[src/include/interval_timer_defines.svh]
`ifndef INTERVAL_TIMER_DEFINES_SVH
`define INTERVAL_TIMER_DEFINES_SVH

`define CNT_W 16
`define CNT_ZERO 16'h0000
`define CNT_ONE 16'h0001
`define CNT_TWO 16'h0002
`define CNT_FULL 17'h10000
`define MODE_W 3
`define MODE_RESET 3'h0
`define RL_W 2
`define RL_LSB 2'h1
`define RL_MSB 2'h2
`define RL_BOTH 2'h3
`define RL_RESET 2'h3

`endif

[src/include/interval_timer_pkg.sv]
`include "interval_timer_defines.svh"
`default_nettype none
package interval_timer_pkg;
  typedef enum logic [2:0] {
    MODE_TERMINAL = 3'h0,
    MODE_ONE_SHOT = 3'h1,
    MODE_RATE = 3'h2,
    MODE_SQUARE = 3'h3,
    MODE_STROBE = 3'h4
  } mode_t;

  // Gray-coded along idle, load pending, counting
  typedef enum logic [1:0] {
    ST_IDLE = 2'b00,
    ST_LOAD = 2'b01,
    ST_RUN = 2'b11
  } phase_t;
endpackage
`default_nettype wire

[src/verilog/interval_timer_counter.sv]
// Function
// - Mode 0: output low on control write, high when count element hits zero.
// - Mode 0: gate high counts, gate low suspends; gate never touches output.
// - Mode 0: count loads on next tick undecremented; output rises after N+1 ticks.
// - Mode 0 two-byte: first byte halts count, forces low; second loads next tick.
// - Mode 0: count written with gate low still loads; N ticks after gate rises.
// - Mode 1: output high after control; trigger loads, output low N ticks, once.
// - Mode 1: gate fall ignored; gate rise retriggers, reloading holding register.
// - Mode 1: new count leaves the running pulse alone until next retrigger.
// - Mode 2: output high; at count one low for one tick, reload, period N.
// - Mode 2: gate low stops count, forces output high; rise reloads next tick.
// - Mode 2: initial count loads next tick; first low pulse N ticks after write.
// - Mode 2: rewrite keeps period; trigger loads next tick, else at period end.
// - Mode 3: gate low stops count, forces high; reload on tick after gate rise.
// - Mode 3: rewrite keeps half cycle; trigger loads next tick, else at half end.
// - Mode 3 even: load, minus two per tick; at two toggle and reload.
// - Mode 3 odd: load N-1, minus two; zero drives low, two drives high, reload.
// - Mode 4: output high; write starts; at zero one-tick low strobe.
// - Mode 4: gate high counts, gate low inhibits; gate never touches output.
// - Mode 4: count loads next tick undecremented; strobe after N+1 ticks.
// - Mode 4 two-byte: first byte harmless; second loads next tick, retriggers.
`include "interval_timer_defines.svh"
`default_nettype none
module interval_timer_counter (
  input wire logic clk_i,
  input wire logic rst_n_i,
  input wire logic cnt_clk_i,
  input wire logic gate_i,
  input wire logic ctrl_wr_i,
  input wire logic [`MODE_W-1:0] ctrl_mode_i,
  input wire logic [`RL_W-1:0] ctrl_rl_i,
  input wire logic data_wr_i,
  input wire logic [7:0] data_i,
  output logic out_o,
  output logic null_count_o,
  output logic [`CNT_W-1:0] count_o
);

  typedef struct packed {
    logic [1:0] clk_sync;
    logic [1:0] gate_sync;
    logic clk_prev;
    logic gate_prev;
    logic trig;
    interval_timer_pkg::mode_t mode;
    logic [`RL_W-1:0] rl;
    logic msb_next;
    logic [7:0] lsb_hold;
    logic [`CNT_W-1:0] holding;
    logic [`CNT_W-1:0] element;
    interval_timer_pkg::phase_t phase;
    logic new_count;
    logic out;
    logic null_count;
  } state_t;

  state_t q, d;

  // Counts of zero stand for 10000h
  function automatic logic [16:0] full_count(input logic [`CNT_W-1:0] v);
    full_count = (v == `CNT_ZERO) ? `CNT_FULL : {1'b0, v};
  endfunction

  // Square wave reload value: odd counts drop to N-1
  function automatic logic [`CNT_W-1:0] sq_load(input logic [`CNT_W-1:0] v);
    sq_load = {v[`CNT_W-1:1], 1'b0};
  endfunction

  // Periodic modes park the counter while the gate is low
  function automatic logic is_periodic(input interval_timer_pkg::mode_t m);
    is_periodic = (m == interval_timer_pkg::MODE_RATE) ||
                  (m == interval_timer_pkg::MODE_SQUARE);
  endfunction

  // Down step; wraps through zero as a full count
  function automatic logic [`CNT_W-1:0] count_down(input logic [`CNT_W-1:0] v,
                                                  input logic [`CNT_W-1:0] step);
    count_down = v - step;
  endfunction

  logic tick;
  logic gate_s;
  logic gate_rise;
  logic [`CNT_W-1:0] wr_value;
  logic wr_done;
  logic wr_first;

  always_comb begin
    // Only the second synchroniser stage feeds logic
    tick = q.clk_prev & ~q.clk_sync[1];
    gate_s = q.gate_sync[1];
    gate_rise = gate_s & ~q.gate_prev;
    wr_done = 1'b0;
    wr_first = 1'b0;
    wr_value = q.holding;
    if (data_wr_i) begin
      case (q.rl)
        `RL_LSB: begin
          wr_done = 1'b1;
          wr_value = {8'h00, data_i};
        end
        `RL_MSB: begin
          wr_done = 1'b1;
          wr_value = {data_i, 8'h00};
        end
        default: begin
          if (q.msb_next) begin
            wr_done = 1'b1;
            wr_value = {data_i, q.lsb_hold};
          end else begin
            wr_first = 1'b1;
          end
        end
      endcase
    end
  end

  logic [16:0] elem_full;
  logic load_now;
  logic [`CNT_W-1:0] load_val;

  always_comb begin
    d = q;
    elem_full = full_count(q.element);
    load_now = 1'b0;
    load_val = q.holding;
    d.clk_sync = {q.clk_sync[0], cnt_clk_i};
    d.gate_sync = {q.gate_sync[0], gate_i};
    d.clk_prev = q.clk_sync[1];
    d.gate_prev = gate_s;

    // Control word clears the element and any pending trigger
    if (ctrl_wr_i) begin
      d.mode = interval_timer_pkg::mode_t'(ctrl_mode_i);
      d.rl = ctrl_rl_i;
      d.msb_next = 1'b0;
      d.element = `CNT_ZERO;
      d.phase = interval_timer_pkg::ST_IDLE;
      d.new_count = 1'b0;
      d.null_count = 1'b1;
      d.trig = 1'b0;
      d.out = (ctrl_mode_i != `MODE_RESET);
    end else begin
      if (wr_first) begin
        d.lsb_hold = data_i;
        d.msb_next = 1'b1;
        if (q.mode == interval_timer_pkg::MODE_TERMINAL) begin
          d.phase = interval_timer_pkg::ST_IDLE;
          d.out = 1'b0;
        end
      end
      if (wr_done) begin
        d.msb_next = 1'b0;
        d.holding = wr_value;
        d.null_count = 1'b1;
        case (q.mode)
          interval_timer_pkg::MODE_TERMINAL: begin
            d.phase = interval_timer_pkg::ST_LOAD;
            d.out = 1'b0;
          end
          interval_timer_pkg::MODE_STROBE: begin
            d.phase = interval_timer_pkg::ST_LOAD;
          end
          interval_timer_pkg::MODE_ONE_SHOT: begin
            d.new_count = 1'b1;
          end
          default: begin
            // First count loads on the next tick; later ones wait for period end
            if (q.phase == interval_timer_pkg::ST_IDLE) begin
              d.phase = interval_timer_pkg::ST_LOAD;
            end else begin
              d.new_count = 1'b1;
            end
          end
        endcase
      end

      // Gate low forces output high at once in periodic modes
      if (is_periodic(q.mode) && !gate_s) begin
        d.out = 1'b1;
        if (q.phase == interval_timer_pkg::ST_RUN) begin
          d.phase = interval_timer_pkg::ST_LOAD;
        end
      end

      // A write in the same cycle swallows the tick
      if (tick && !wr_done && !wr_first) begin
        case (q.mode)
          interval_timer_pkg::MODE_TERMINAL,
          interval_timer_pkg::MODE_STROBE: begin
            if (q.phase == interval_timer_pkg::ST_LOAD) begin
              load_now = 1'b1;
              d.phase = interval_timer_pkg::ST_RUN;
            end else if (q.phase == interval_timer_pkg::ST_RUN && gate_s) begin
              d.element = count_down(q.element, `CNT_ONE);
              if (q.element == `CNT_ONE) begin
                if (q.mode == interval_timer_pkg::MODE_TERMINAL) begin
                  d.out = 1'b1;
                  d.phase = interval_timer_pkg::ST_IDLE;
                end else begin
                  d.out = 1'b0;
                end
              end else if (q.mode == interval_timer_pkg::MODE_STROBE) begin
                d.out = 1'b1;
                if (!q.out) begin
                  d.phase = interval_timer_pkg::ST_IDLE;
                end
              end
            end else if (q.mode == interval_timer_pkg::MODE_STROBE) begin
              d.out = 1'b1;
            end
          end
          interval_timer_pkg::MODE_ONE_SHOT: begin
            if (q.trig) begin
              d.trig = 1'b0;
              d.new_count = 1'b0;
              load_now = 1'b1;
              d.out = 1'b0;
              d.phase = interval_timer_pkg::ST_RUN;
            end else if (q.phase == interval_timer_pkg::ST_RUN) begin
              d.element = count_down(q.element, `CNT_ONE);
              if (q.element == `CNT_ONE) begin
                d.out = 1'b1;
                d.phase = interval_timer_pkg::ST_IDLE;
              end
            end
          end
          interval_timer_pkg::MODE_RATE: begin
            if (q.phase == interval_timer_pkg::ST_LOAD && gate_s) begin
              load_now = 1'b1;
              d.trig = 1'b0;
              d.new_count = 1'b0;
              d.phase = interval_timer_pkg::ST_RUN;
            end else if (q.phase == interval_timer_pkg::ST_RUN && gate_s) begin
              if (q.trig && q.new_count) begin
                load_now = 1'b1;
                d.trig = 1'b0;
                d.new_count = 1'b0;
                d.out = 1'b1;
              end else if (q.element == `CNT_TWO) begin
                d.element = `CNT_ONE;
                d.out = 1'b0;
              end else if (q.element == `CNT_ONE) begin
                load_now = 1'b1;
                d.new_count = 1'b0;
                d.out = 1'b1;
              end else begin
                d.element = count_down(q.element, `CNT_ONE);
              end
            end
          end
          interval_timer_pkg::MODE_SQUARE: begin
            if (q.phase == interval_timer_pkg::ST_LOAD && gate_s) begin
              load_now = 1'b1;
              load_val = sq_load(q.holding);
              d.trig = 1'b0;
              d.new_count = 1'b0;
              d.out = 1'b1;
              d.phase = interval_timer_pkg::ST_RUN;
            end else if (q.phase == interval_timer_pkg::ST_RUN && gate_s) begin
              if (q.trig && q.new_count) begin
                load_now = 1'b1;
                load_val = sq_load(q.holding);
                d.trig = 1'b0;
                d.new_count = 1'b0;
              end else if (q.element == `CNT_TWO && (!q.holding[0] || !q.out)) begin
                load_now = 1'b1;
                load_val = sq_load(q.holding);
                d.new_count = 1'b0;
                d.out = ~q.out;
              end else if (elem_full == `CNT_FULL && q.holding[0] && q.out) begin
                load_now = 1'b1;
                load_val = sq_load(q.holding);
                d.new_count = 1'b0;
                d.out = 1'b0;
              end else begin
                d.element = count_down(q.element, `CNT_TWO);
              end
            end
          end
          default: begin
            d.phase = interval_timer_pkg::ST_IDLE;
          end
        endcase
        if (load_now) begin
          d.element = load_val;
          d.null_count = 1'b0;
        end
      end
      // A trigger in the same cycle as its clear still counts
      if (gate_rise) begin
        d.trig = 1'b1;
      end
    end
  end

  always_ff @(posedge clk_i or negedge rst_n_i) begin
    if (!rst_n_i) begin
      q <= '0;
      q.rl <= `RL_RESET;
    end else begin
      q <= d;
    end
  end

  always_ff @(posedge clk_i or negedge rst_n_i) begin
    if (!rst_n_i) begin
      out_o <= 1'b0;
    end else begin
      out_o <= d.out;
    end
  end

  always_ff @(posedge clk_i or negedge rst_n_i) begin
    if (!rst_n_i) begin
      null_count_o <= 1'b0;
    end else begin
      null_count_o <= d.null_count;
    end
  end

  always_ff @(posedge clk_i or negedge rst_n_i) begin
    if (!rst_n_i) begin
      count_o <= `CNT_ZERO;
    end else begin
      count_o <= d.element;
    end
  end

endmodule
`default_nettype wire

[config.mk]
export PLATFORM = sky130hd
export DESIGN_NAME = interval_timer_counter
export DESIGN_NICKNAME = d
export VERILOG_FILES = /design/src/include/interval_timer_pkg.sv /design/src/verilog/interval_timer_counter.sv
export VERILOG_INCLUDE_DIRS = /design/src /design/src/include
export SDC_FILE = /design/constraint.sdc
export NUM_CORES = 1
export LEC_CHECK = 0
export ABC_AREA = 1
export BUFFER_PORTS_ARGS = -buffer_cell sky130_fd_sc_hd__buf_2
export CAP_MARGIN = 20
export CELL_PAD_IN_SITES_DETAIL_PLACEMENT = 1
export CELL_PAD_IN_SITES_GLOBAL_PLACEMENT = 1
export CORE_ASPECT_RATIO = 1.25
export CORE_MARGIN = 4
export CORE_UTILIZATION = 44
export CTS_CLUSTER_SIZE = 40
export DETAILED_ROUTE_END_ITERATION = 16
export PLACE_DENSITY_LB_ADDON = 0.1
export SLEW_MARGIN = 20
export SYNTH_ARGS = -nofsm -noshare
export SYNTH_HDL_FRONTEND = slang
export SYNTH_SLANG_ARGS = --single-unit
[constraint.sdc]
create_clock -name clk_i -period 2.91 [get_ports clk_i]
set_input_delay 0 -clock clk_i [delete_from_list [all_inputs] [get_ports clk_i]]
set_output_delay 0 -clock clk_i [all_outputs]
set_load 0.03 [all_outputs]
==> results of run 1 <==
[logic make-up after synthesis]
group | synth area share (%)
AND/OR/NAND/NOR | 31.8
AO/OA/AOI/OAI | 16.1
buffers and inverters | 10.3
flip-flops | 35.0
XOR/XNOR | 2.74
adder cells (fa/ha/maj) | 2.41
multiplexers | 1.63
[layout make-up]
type	count	area (sq um)
clock inverter	4	48.8
inverter	55	206
clock buffer	12	267
timing repair buffer	77	546
tap	123	154
sequential	58	1450
multi-input combinational	437	2270
fill	1225	4230
[cell usage in the layout, fill, tap and decap left out, drive strengths merged, types with 3 or more instances in the layout]
| cell | instances |
|---|---|
| xor2 | 11 |
| o31ai | 5 |
| nand2 | 134 |
| nor2 | 92 |
| dfrtp | 56 |
| a21oi | 25 |
| a31oi | 8 |
| o22ai | 4 |
| buf | 59 |
| clkinv | 3 |
| dlygate4sd3 | 18 |
| clkbuf | 12 |
| o21bai | 4 |
| mux2 | 6 |
| nand3 | 49 |
| ha | 8 |
| nor3 | 10 |
| o21ai | 64 |
| inv | 55 |
| o211ai | 4 |
[worst max path at each step]
stage | end | slack, ns | cells past startpoint
after floorplan | q[21] | 0.60 | 10
after global placement | count_o[1] | 0.34 | 15
after detailed placement | count_o[8] | 0.30 | 15
after CTS | count_o[5] | 0.22 | 15
after global routing | count_o[5] | 0.01 | 15
final | count_o[5] | 0.24 | 15
[cell usage after synthesis, types with 7 or more instances]
| cell | number |
|---|---|
| nand2_1 | 129 |
| a31oi_1 | 8 |
| buf_4 | 17 |
| o21ai_0 | 47 |
| nor3_1 | 9 |
| dfrtp_1 | 56 |
| xor2_1 | 11 |
| nand3_1 | 45 |
| inv_1 | 53 |
| clkbuf_1 | 7 |
| a21oi_1 | 25 |
| o21ai_1 | 17 |
| ha_1 | 8 |
| nor2_1 | 80 |
[where the power goes]
group | switching, mW | internal (mW)
clock network | 0.394 | 0.731
logic | 0.546 | 0.304
registers | 0.0983 | 0.971
[per-layer routing]
metal / vias to the layer above / part of all wire, % / track usage (%)
met1: 2008 / 41 / 31.2
met3: 31 / 3.4 / 4.45
met4: 0 / 3.5 / 10.8
met2: 93 / 52 / 49.2
li1: 2015 / - / -
met5: - / 0 / 0
[flip-flops by register name (all words and copies together) (netlist names)]
signal        flops
count_o          16
q                36
d                 4
out_o             1
null_count_o      1
[worst max-delay path: cells and delay by family (launching register included)]
kind / cells / cell delay, ns
simple gates: 12 / 1.64
fa+ha+maj: 1 / 0.17
flops: 1 / 0.42
buf+inv: 2 / 0.36
[timing repair]
| item | 4_1_cts | 5_1_grt |
|---|---|---|
| setup endpoints to repair | 0 | 1 |
| hold buffers | 18 | 0 |
| endpoints found under the hold margin | 64 | 0 |
==> impl_metrics.env, run 1 <==
export IMPL_hp_class="input pin to flip-flop"
export IMPL_r2r_cells=15
export IMPL_hpwl_um=10200
export IMPL_grt_pass1_wl_um=22700
export IMPL_synth_top_area_share_pct=33.8
export IMPL_synth_top_cell_by_area="dfrtp_1"
export IMPL_drc=0
export IMPL_avgRoutedWirePerCell_um=17.9
export IMPL_drive_above_1_share_pct=17.0
export IMPL_post_route_min_period_ns=2.67
export IMPL_die_x_um=94.9
export IMPL_max_freq_mhz=374
export IMPL_start_util_pct=45.2
export IMPL_maxCapViolations=0
export IMPL_cp_common_cell="nand2_1"
export IMPL_crit_type="flip-flop to flip-flop"
export IMPL_routed_via_count=4147
export IMPL_clk_pin_slew_ns=0.05
export IMPL_nNetsFinal=665
export IMPL_slowest_stage="dfrtp_1"
export IMPL_synth_cells=585
export IMPL_required_ns=3.18
export IMPL_drv_slew=0
export IMPL_crit_path_end_kind="flip-flop"
export IMPL_fin_util_pct=53.9
export IMPL_slowest_delay_ns=0.42
export IMPL_dp_slack_ns=0.298
export IMPL_cp_startpoint="count_o[0]"
export IMPL_start_kind="flip-flop"
export IMPL_dp_cells=732
export IMPL_finalCritPeriodShare_pct=91.8
export IMPL_seq_area_frac_synth_pct=35.0
export IMPL_relSlewSlack_pct=42.1
export IMPL_grt_pass1_vias=4513
export IMPL_postPlaceCellArea_sq_um=4450
export IMPL_final_cell_count_no_fill=766
export IMPL_core_area_sq_um=9170
export IMPL_netlist_area_sq_um=4150
export IMPL_min_from="data_wr_i"
export IMPL_path_cells="inv_1, ha_1, nand2_1, nor2_4, nand3_1, nand2_1, nand3_1, nand3_1, nand2_1, buf_4, nand3_4, nand3_4, nor2_4, nand2_1, nand2_1"
export IMPL_whs_ns=0.0542
export IMPL_syn_area_per_cell_sq_um=7.09
export IMPL_total_power_mw=3.04
export IMPL_grt_ovfl_total=0
export IMPL_min_to="q[45]"
export IMPL_cts_buffers=9
export IMPL_dieArea_sq_um=11100
export IMPL_yosys_warnings=0
export IMPL_synth_edf_count=0
export IMPL_vdd_drop_max_uv=398
export IMPL_yosys_top_cells_area="dfrtp_1 34%, nand2_1 12%, nor2_1 7.2%"
export IMPL_holdPathStages=4
export IMPL_r2r_end="count_o[5]"
export IMPL_synth_distinct_cells=43
export IMPL_cts_buffer_depth=2
export IMPL_ys_flop_type="dfrtp_1"
export IMPL_skew_ns=0.00754
export IMPL_worst_slew_pin_slew_ns=0.869
export IMPL_cts_tree="yes"
export IMPL_ys_async_sr_fraction_pct=100
export IMPL_syn_nets=612
export IMPL_rr_startpoint="count_o[0]"
export IMPL_die_height_um=117
export IMPL_num_io_pins=37
export IMPL_grt_max_degree=37
export IMPL_drt_iter0_drc=223
export IMPL_cts_resized=0
export IMPL_ys_ff_latch=58
export IMPL_routed_wl_um=13700
export IMPL_dr_pass1_iters=5
export IMPL_outcome="finished, final reports clean"
export IMPL_rsz0062_at_grt="no"
export IMPL_postCtsSetupRepairBufs=0
export IMPL_antenna_found_initial=0
export IMPL_root_buffer="clkbuf_16"
export IMPL_worstPathArrival_ns=2.94
export IMPL_setup_viol=0
export IMPL_crit_path_max_fanout=17
export IMPL_power_density_nw_per_um2=616
export IMPL_finalSetupTns_ns=0
export IMPL_gp_congestion=0.907
export IMPL_area_delta_synth_final_pct=19.2
export IMPL_row_count=39
export IMPL_diodes=0
export IMPL_setup_ws_ns=0.239
export IMPL_grt_usage_pct=27.0
export IMPL_cts_max_level=3
export IMPL_ant_nets=0
export IMPL_fin_area_sq_um=4940
export IMPL_clock_sinks=58
export IMPL_rrSetupSlack_ns=0.24
export IMPL_clk_latency_ns=0.33
export IMPL_final_hold_violation_count=0
export IMPL_leakagePower_nw=2.50
export IMPL_portBuffers=36
export IMPL_viasPerCell=5.41
No activity file was read; power rests on OpenSTA's default activity.
==> run 2: changes to the inputs <==
Settings changed: CORE_UTILIZATION 44 to 47.
Clock period 2.91 ns to 3.21 ns, I/O delays scaled along.
==> run 2 against run 1 <==
- sequential share of layout area up 1.4 points
- via count down 0.89%
- maximum frequency down 4.3%
- sequential power down 8%
- power down 17%
- clock power down 29%
- routed wire length down 2.9%
- sequential cell count unchanged
- critical path type unchanged
- setup slack better by 0.18 ns
- register-to-register slack better by 0.18 ns
==> impl_metrics.env, run 2 (synthesized netlist as in run 1, its figures left out) <==
export IMPL_total_power_mw=2.52
export IMPL_start_util_pct=47.9
export IMPL_slowest_delay_ns=0.44
export IMPL_post_route_min_period_ns=2.79
export IMPL_num_io_pins=37
export IMPL_dr_pass1_iters=4
export IMPL_finalCritPeriodShare_pct=86.9
export IMPL_start_kind="flip-flop"
export IMPL_dieArea_sq_um=10400
export IMPL_ant_nets=0
export IMPL_required_ns=3.50
export IMPL_final_hold_violation_count=0
export IMPL_cp_startpoint="count_o[0]"
export IMPL_min_to="q[45]"
export IMPL_path_buf_inv=1
export IMPL_clock_sinks=58
export IMPL_finalSetupTns_ns=0
export IMPL_rsz0062_at_grt="no"
export IMPL_cts_buffer_depth=2
export IMPL_r2r_end="count_o[13]"
export IMPL_worst_slew_pin_slew_ns=0.803
export IMPL_grt_pass1_vias=4394
export IMPL_min_from="data_wr_i"
export IMPL_largest_reg_flops=36
export IMPL_drive_above_1_share_pct=14.8
export IMPL_final_cell_mix="129 x nand2_1, 80 x nor2_1, 56 x dfrtp_1, 53 x inv_1, 47 x o21ai_0"
export IMPL_path_cells="inv_1, ha_1, nand2_1, nor2_4, nand3_1, nand2_1, nand3_1, nand3_1, nand2_1, nand3_1, nand2_4, nor2_4, nand2_1, nand2_1"
export IMPL_fin_util_pct=54.5
export IMPL_root_buffer="clkbuf_8"
export IMPL_maxCapViolations=0
export IMPL_cts_tree="yes"
export IMPL_drt_iter0_drc=148
export IMPL_cp_common_cell="nand2_1"
export IMPL_postCtsSetupRepairBufs=0
export IMPL_nNetsFinal=649
export IMPL_avgRoutedWirePerCell_um=17.8
export IMPL_crit_path_end_kind="flip-flop"
export IMPL_gp_congestion=0.911
export IMPL_worstPathArrival_ns=3.08
export IMPL_max_freq_mhz=358
export IMPL_grt_pass1_wl_um=22500
export IMPL_viasPerCell=5.50
export IMPL_clk_latency_ns=0.36
export IMPL_clk_pin_slew_ns=0.08
export IMPL_routed_via_count=4110
export IMPL_holdPathStages=4
export IMPL_portBuffers=36
export IMPL_die_height_um=113
export IMPL_relSlewSlack_pct=46.5
export IMPL_vdd_drop_max_uv=456
export IMPL_final_common_cell="nand2_1"
export IMPL_critical_path_top_delay_family="simple AND/OR/NAND/NOR gates"
export IMPL_cts_max_level=3
export IMPL_slowest_stage="dfrtp_1"
export IMPL_row_count=38
export IMPL_setup_viol=0
export IMPL_rr_startpoint="count_o[0]"
export IMPL_hpwl_um=9830
export IMPL_r2r_cells=14
export IMPL_die_x_um=92.0
export IMPL_grt_usage_pct=27.5
export IMPL_grt_ovfl_total=0
export IMPL_drv_slew=0
export IMPL_area_delta_synth_final_pct=13.8
export IMPL_cts_buffers=9
export IMPL_antenna_found_initial=0
export IMPL_core_area_sq_um=8650
export IMPL_outcome="finished, final reports clean"
export IMPL_routed_wl_um=13300
export IMPL_leakagePower_nw=2.38
export IMPL_top_register="q"
export IMPL_crit_path_max_fanout=16
export IMPL_hp_class="input pin to flip-flop"
export IMPL_rrSetupSlack_ns=0.42
export IMPL_skew_ns=0.0146
export IMPL_power_density_nw_per_um2=534
export IMPL_crit_type="flip-flop to flip-flop"
export IMPL_drc=0
export IMPL_diodes=0
export IMPL_grt_max_degree=35
==> run 2: cell types whose count changed in the layout (fill, tap and decap cells not counted) <==
cell and change:
buf_12 -1, clkbuf_8 +8, clkbuf_16 -9, clkbuf_1 +1, buf_4 -14, bufinv_16 +1, dlygate4sd3_1 -1, clkinv_2 -1
==> run 2: per-stage QoR <==
step	instance area, sq um	setup slack, ns	hold slack, ns	instances
2_1_floorplan	4150	0.904	-0.296	585
3_3_place_gp	4320	0.572	0.109	714
3_5_place_dp	4320	0.427	0.110	714
4_1_cts	4720	0.391	0.00809	747
5_1_grt	4720	0.0969	0.0739	747
6_report	4720	0.419	0.0304	747
==> run 2: worst max path at each step <==
stage | end | cells after the start | slack, ns
after floorplan | q[21] | 10 | 0.90
after global placement | count_o[10] | 13 | 0.57
after detailed placement | count_o[11] | 14 | 0.43
after CTS | count_o[14] | 14 | 0.39
after global routing | count_o[10] | 14 | 0.1
final | count_o[13] | 14 | 0.42
==> run 2: area by class of cell <==
class,instances,area [sq um]
fill,1135,3930
multi-input combinational,437,2270
sequential,58,1450
timing repair buffer,61,410
inverter,55,206
clock buffer,12,155
tap,120,150
clock inverter,4,73.8
==> run 2: worst register-to-register path, delay by kind of cell (launching register included) <==
| kind | cells | cell delay, ns |
|---|---|---|
| fa+ha+maj | 1 | 0.17 |
| buf+inv | 1 | 0.15 |
| flops | 1 | 0.44 |
| simple gates | 12 | 1.96 |
==> run 2: timing repair <==
item                      in CTS  in global routing
hold buffers                  17                  0
gates resized for setup        0                  0
hold endpoints to repair      61                  0
==> run 2: report_power, final <==
part	leakage, nW	switching, mW	total (mW)	internal (mW)
combinational	1.53	0.478	0.734	0.257
clock	0.117	0.316	0.796	0.480
sequential	0.731	0.110	0.989	0.879
==> run 2: layer usage <==
metal	up-vias	track usage [%]	wire length, um	part of all wire (%)
met4	0	10.2	351	2.6
met2	66	49.7	7020	53
met5	-	0	0	0
met3	27	4.06	325	2.4
met1	2034	32.9	5600	42
li1	1983	-	-	-
==> run 3: changes to the inputs <==
Settings changed: CORE_ASPECT_RATIO 1.25 to unset.
==> run 3 against run 2 <==
- via count fell by 2.3%
- routed wire length fell by 7.0%
- clock power is 21% lower
- design area is 1.9% lower
- sequential share of layout area increased by 0.58 points
- combinational power decreased by 1%
- clock-buffer cell count decreased by 2
- maximum frequency increased by 0.92%
- first-iteration DRC count grew 39%
- critical path type unchanged
==> impl_metrics.env, run 3 (synthesized netlist as in run 1, its figures left out) <==
export IMPL_cts_max_level=3
export IMPL_required_ns=3.49
export IMPL_r2r_end="count_o[2]"
export IMPL_grt_pass1_vias=4118
export IMPL_rsz0062_at_grt="no"
export IMPL_grt_max_degree=32
export IMPL_swShare_pct=38.5
export IMPL_finalSetupTns_ns=0
export IMPL_clock_sinks=58
export IMPL_r2r_cells=13
export IMPL_finalCritPeriodShare_pct=86.2
export IMPL_dieArea_sq_um=10400
export IMPL_final_common_cell="nand2_1"
export IMPL_cts_resized=0
export IMPL_final_hold_violation_count=0
export IMPL_skew_ns=0.00550
export IMPL_seqPwrFrac_pct=42.0
export IMPL_grt_usage_pct=25.4
export IMPL_top_register="q"
export IMPL_fin_area_sq_um=4630
export IMPL_power_density_nw_per_um2=503
export IMPL_start_util_pct=48.0
export IMPL_core_area_sq_um=8640
export IMPL_pwr_share_clk_pct=27.0
export IMPL_viasPerCell=5.48
export IMPL_clk_latency_ns=0.34
export IMPL_power_net_switching_mw=0.895
export IMPL_vdd_drop_max_uv=308
export IMPL_hp_class="input pin to flip-flop"
export IMPL_min_from="data_wr_i"
export IMPL_routed_wl_um=12400
export IMPL_cts_hold_buf=17
export IMPL_die_x_um=102
export IMPL_pwr_share_comb_pct=31.1
export IMPL_cts_buffers=9
export IMPL_worst_slew_pin_slew_ns=0.720
export IMPL_clk_pin_slew_ns=0.07
export IMPL_start_kind="flip-flop"
export IMPL_leakagePower_nw=2.33
export IMPL_setup_viol=0
export IMPL_area_delta_synth_final_pct=11.6
export IMPL_largest_reg_flops=36
export IMPL_drt_iter0_drc=206
export IMPL_p_int_mw=1.43
export IMPL_gp_congestion=0.888
export IMPL_grt_ovfl_total=0
export IMPL_dr_pass1_iters=4
export IMPL_cp_startpoint="count_o[6]"
export IMPL_relSlewSlack_pct=51.6
export IMPL_maxCapViolations=0
export IMPL_antenna_found_initial=0
export IMPL_whs_ns=0.0731
export IMPL_crit_type="flip-flop to flip-flop"
export IMPL_post_route_min_period_ns=2.77
export IMPL_postPlaceCellArea_sq_um=4280
export IMPL_ant_nets=0
export IMPL_outcome="finished, final reports clean"
export IMPL_crit_path_max_fanout=16
export IMPL_drive_above_1_share_pct=14.6
export IMPL_avgRoutedWirePerCell_um=16.9
export IMPL_rrSetupSlack_ns=0.44
export IMPL_drc=0
export IMPL_nNetsFinal=646
export IMPL_postCtsSetupRepairBufs=0
export IMPL_max_freq_mhz=362
export IMPL_final_cell_mix="129 x nand2_1, 80 x nor2_1, 56 x dfrtp_1, 53 x inv_1, 47 x o21ai_0"
export IMPL_diodes=0
export IMPL_cts_tree="yes"
export IMPL_cts_buffer_depth=2
export IMPL_rr_startpoint="count_o[6]"
export IMPL_drv_slew=0
export IMPL_worstPathArrival_ns=3.05
export IMPL_grt_pass1_wl_um=21000
export IMPL_die_height_um=102
export IMPL_endpoint="count_o[2]"
export IMPL_portBuffers=36
export IMPL_crit_path_end_kind="flip-flop"
export IMPL_row_count=34
export IMPL_root_buffer="clkbuf_8"
export IMPL_routed_via_count=4015
export IMPL_hpwl_um=9250
export IMPL_num_io_pins=37
-- run 3: changes by cell type in the layout (fill, tap and decap cells not counted), sizes merged --
cell	change
inv	+1
bufinv	-2
buf	-3
clkbuf	-2
clkinvlp	+3
-- run 3: critical path, stage by stage, from the launching register on --
cell and delay (ns):
dfrtp_1 0.51, nor2_2 0.19, nand2_2 0.15, nor2_4 0.14, nand3_1 0.13, nand2_1 0.15
nand3_1 0.08, nand3_1 0.09, nand2_1 0.28, nand3_1 0.26, nand2_4 0.16, nor2_4 0.35
nand2_1 0.12, nand2_1 0.08
-- run 3: per-layer routing --
layer | wire, um | up-vias | GRT usage, %
met5 | 0 | - | 0
met4 | 132 | 0 | 5.95
met3 | 506 | 12 | 3.41
met2 | 5870 | 89 | 42.1
met1 | 5850 | 1933 | 35.5
li1 | - | 1981 | -
-- run 3: worst min path at each step --
stage,to,slack (ns),cells past startpoint
2_1_floorplan,count_o[0],-0.30,0
3_5_place_dp,count_o[13],0.1,1
5_1_grt,q[45],0.09,4
3_3_place_gp,count_o[15],0.08,1
4_1_cts,q[45],0.06,4
6_report,q[45],0.07,4
-- run 3: area by class of cell --
cell class	count	area, sq um
clock inverters	6	41.3
well taps	108	135
clock buffers	10	138
fillers	1151	4000
flip-flops and latches	58	1450
multi-input cells	437	2270
inverters	55	206
repair buffers	58	388
-- run 3: per-stage QoR --
step,setup slack (ns),cells,total power [mW],util (%)
finish,0.444,732,2.33,53.6
global route,0.174,732,2.50,53.6
CTS,0.444,732,2.35,53.6
detailed placement,0.464,699,1.69,49.6
global placement,0.553,699,1.66,49.6
floorplan,0.904,585,1.49,-
-- run 3: power groups by stage --
stage | sequential, mW | combinational [mW] | clock (mW)
global route | 0.997 | 0.827 | 0.675
detailed placement | 0.991 | 0.704 | 0
finish | 0.977 | 0.724 | 0.628
CTS | 0.977 | 0.727 | 0.642
global placement | 0.987 | 0.677 | 0
floorplan | 0.956 | 0.537 | 0
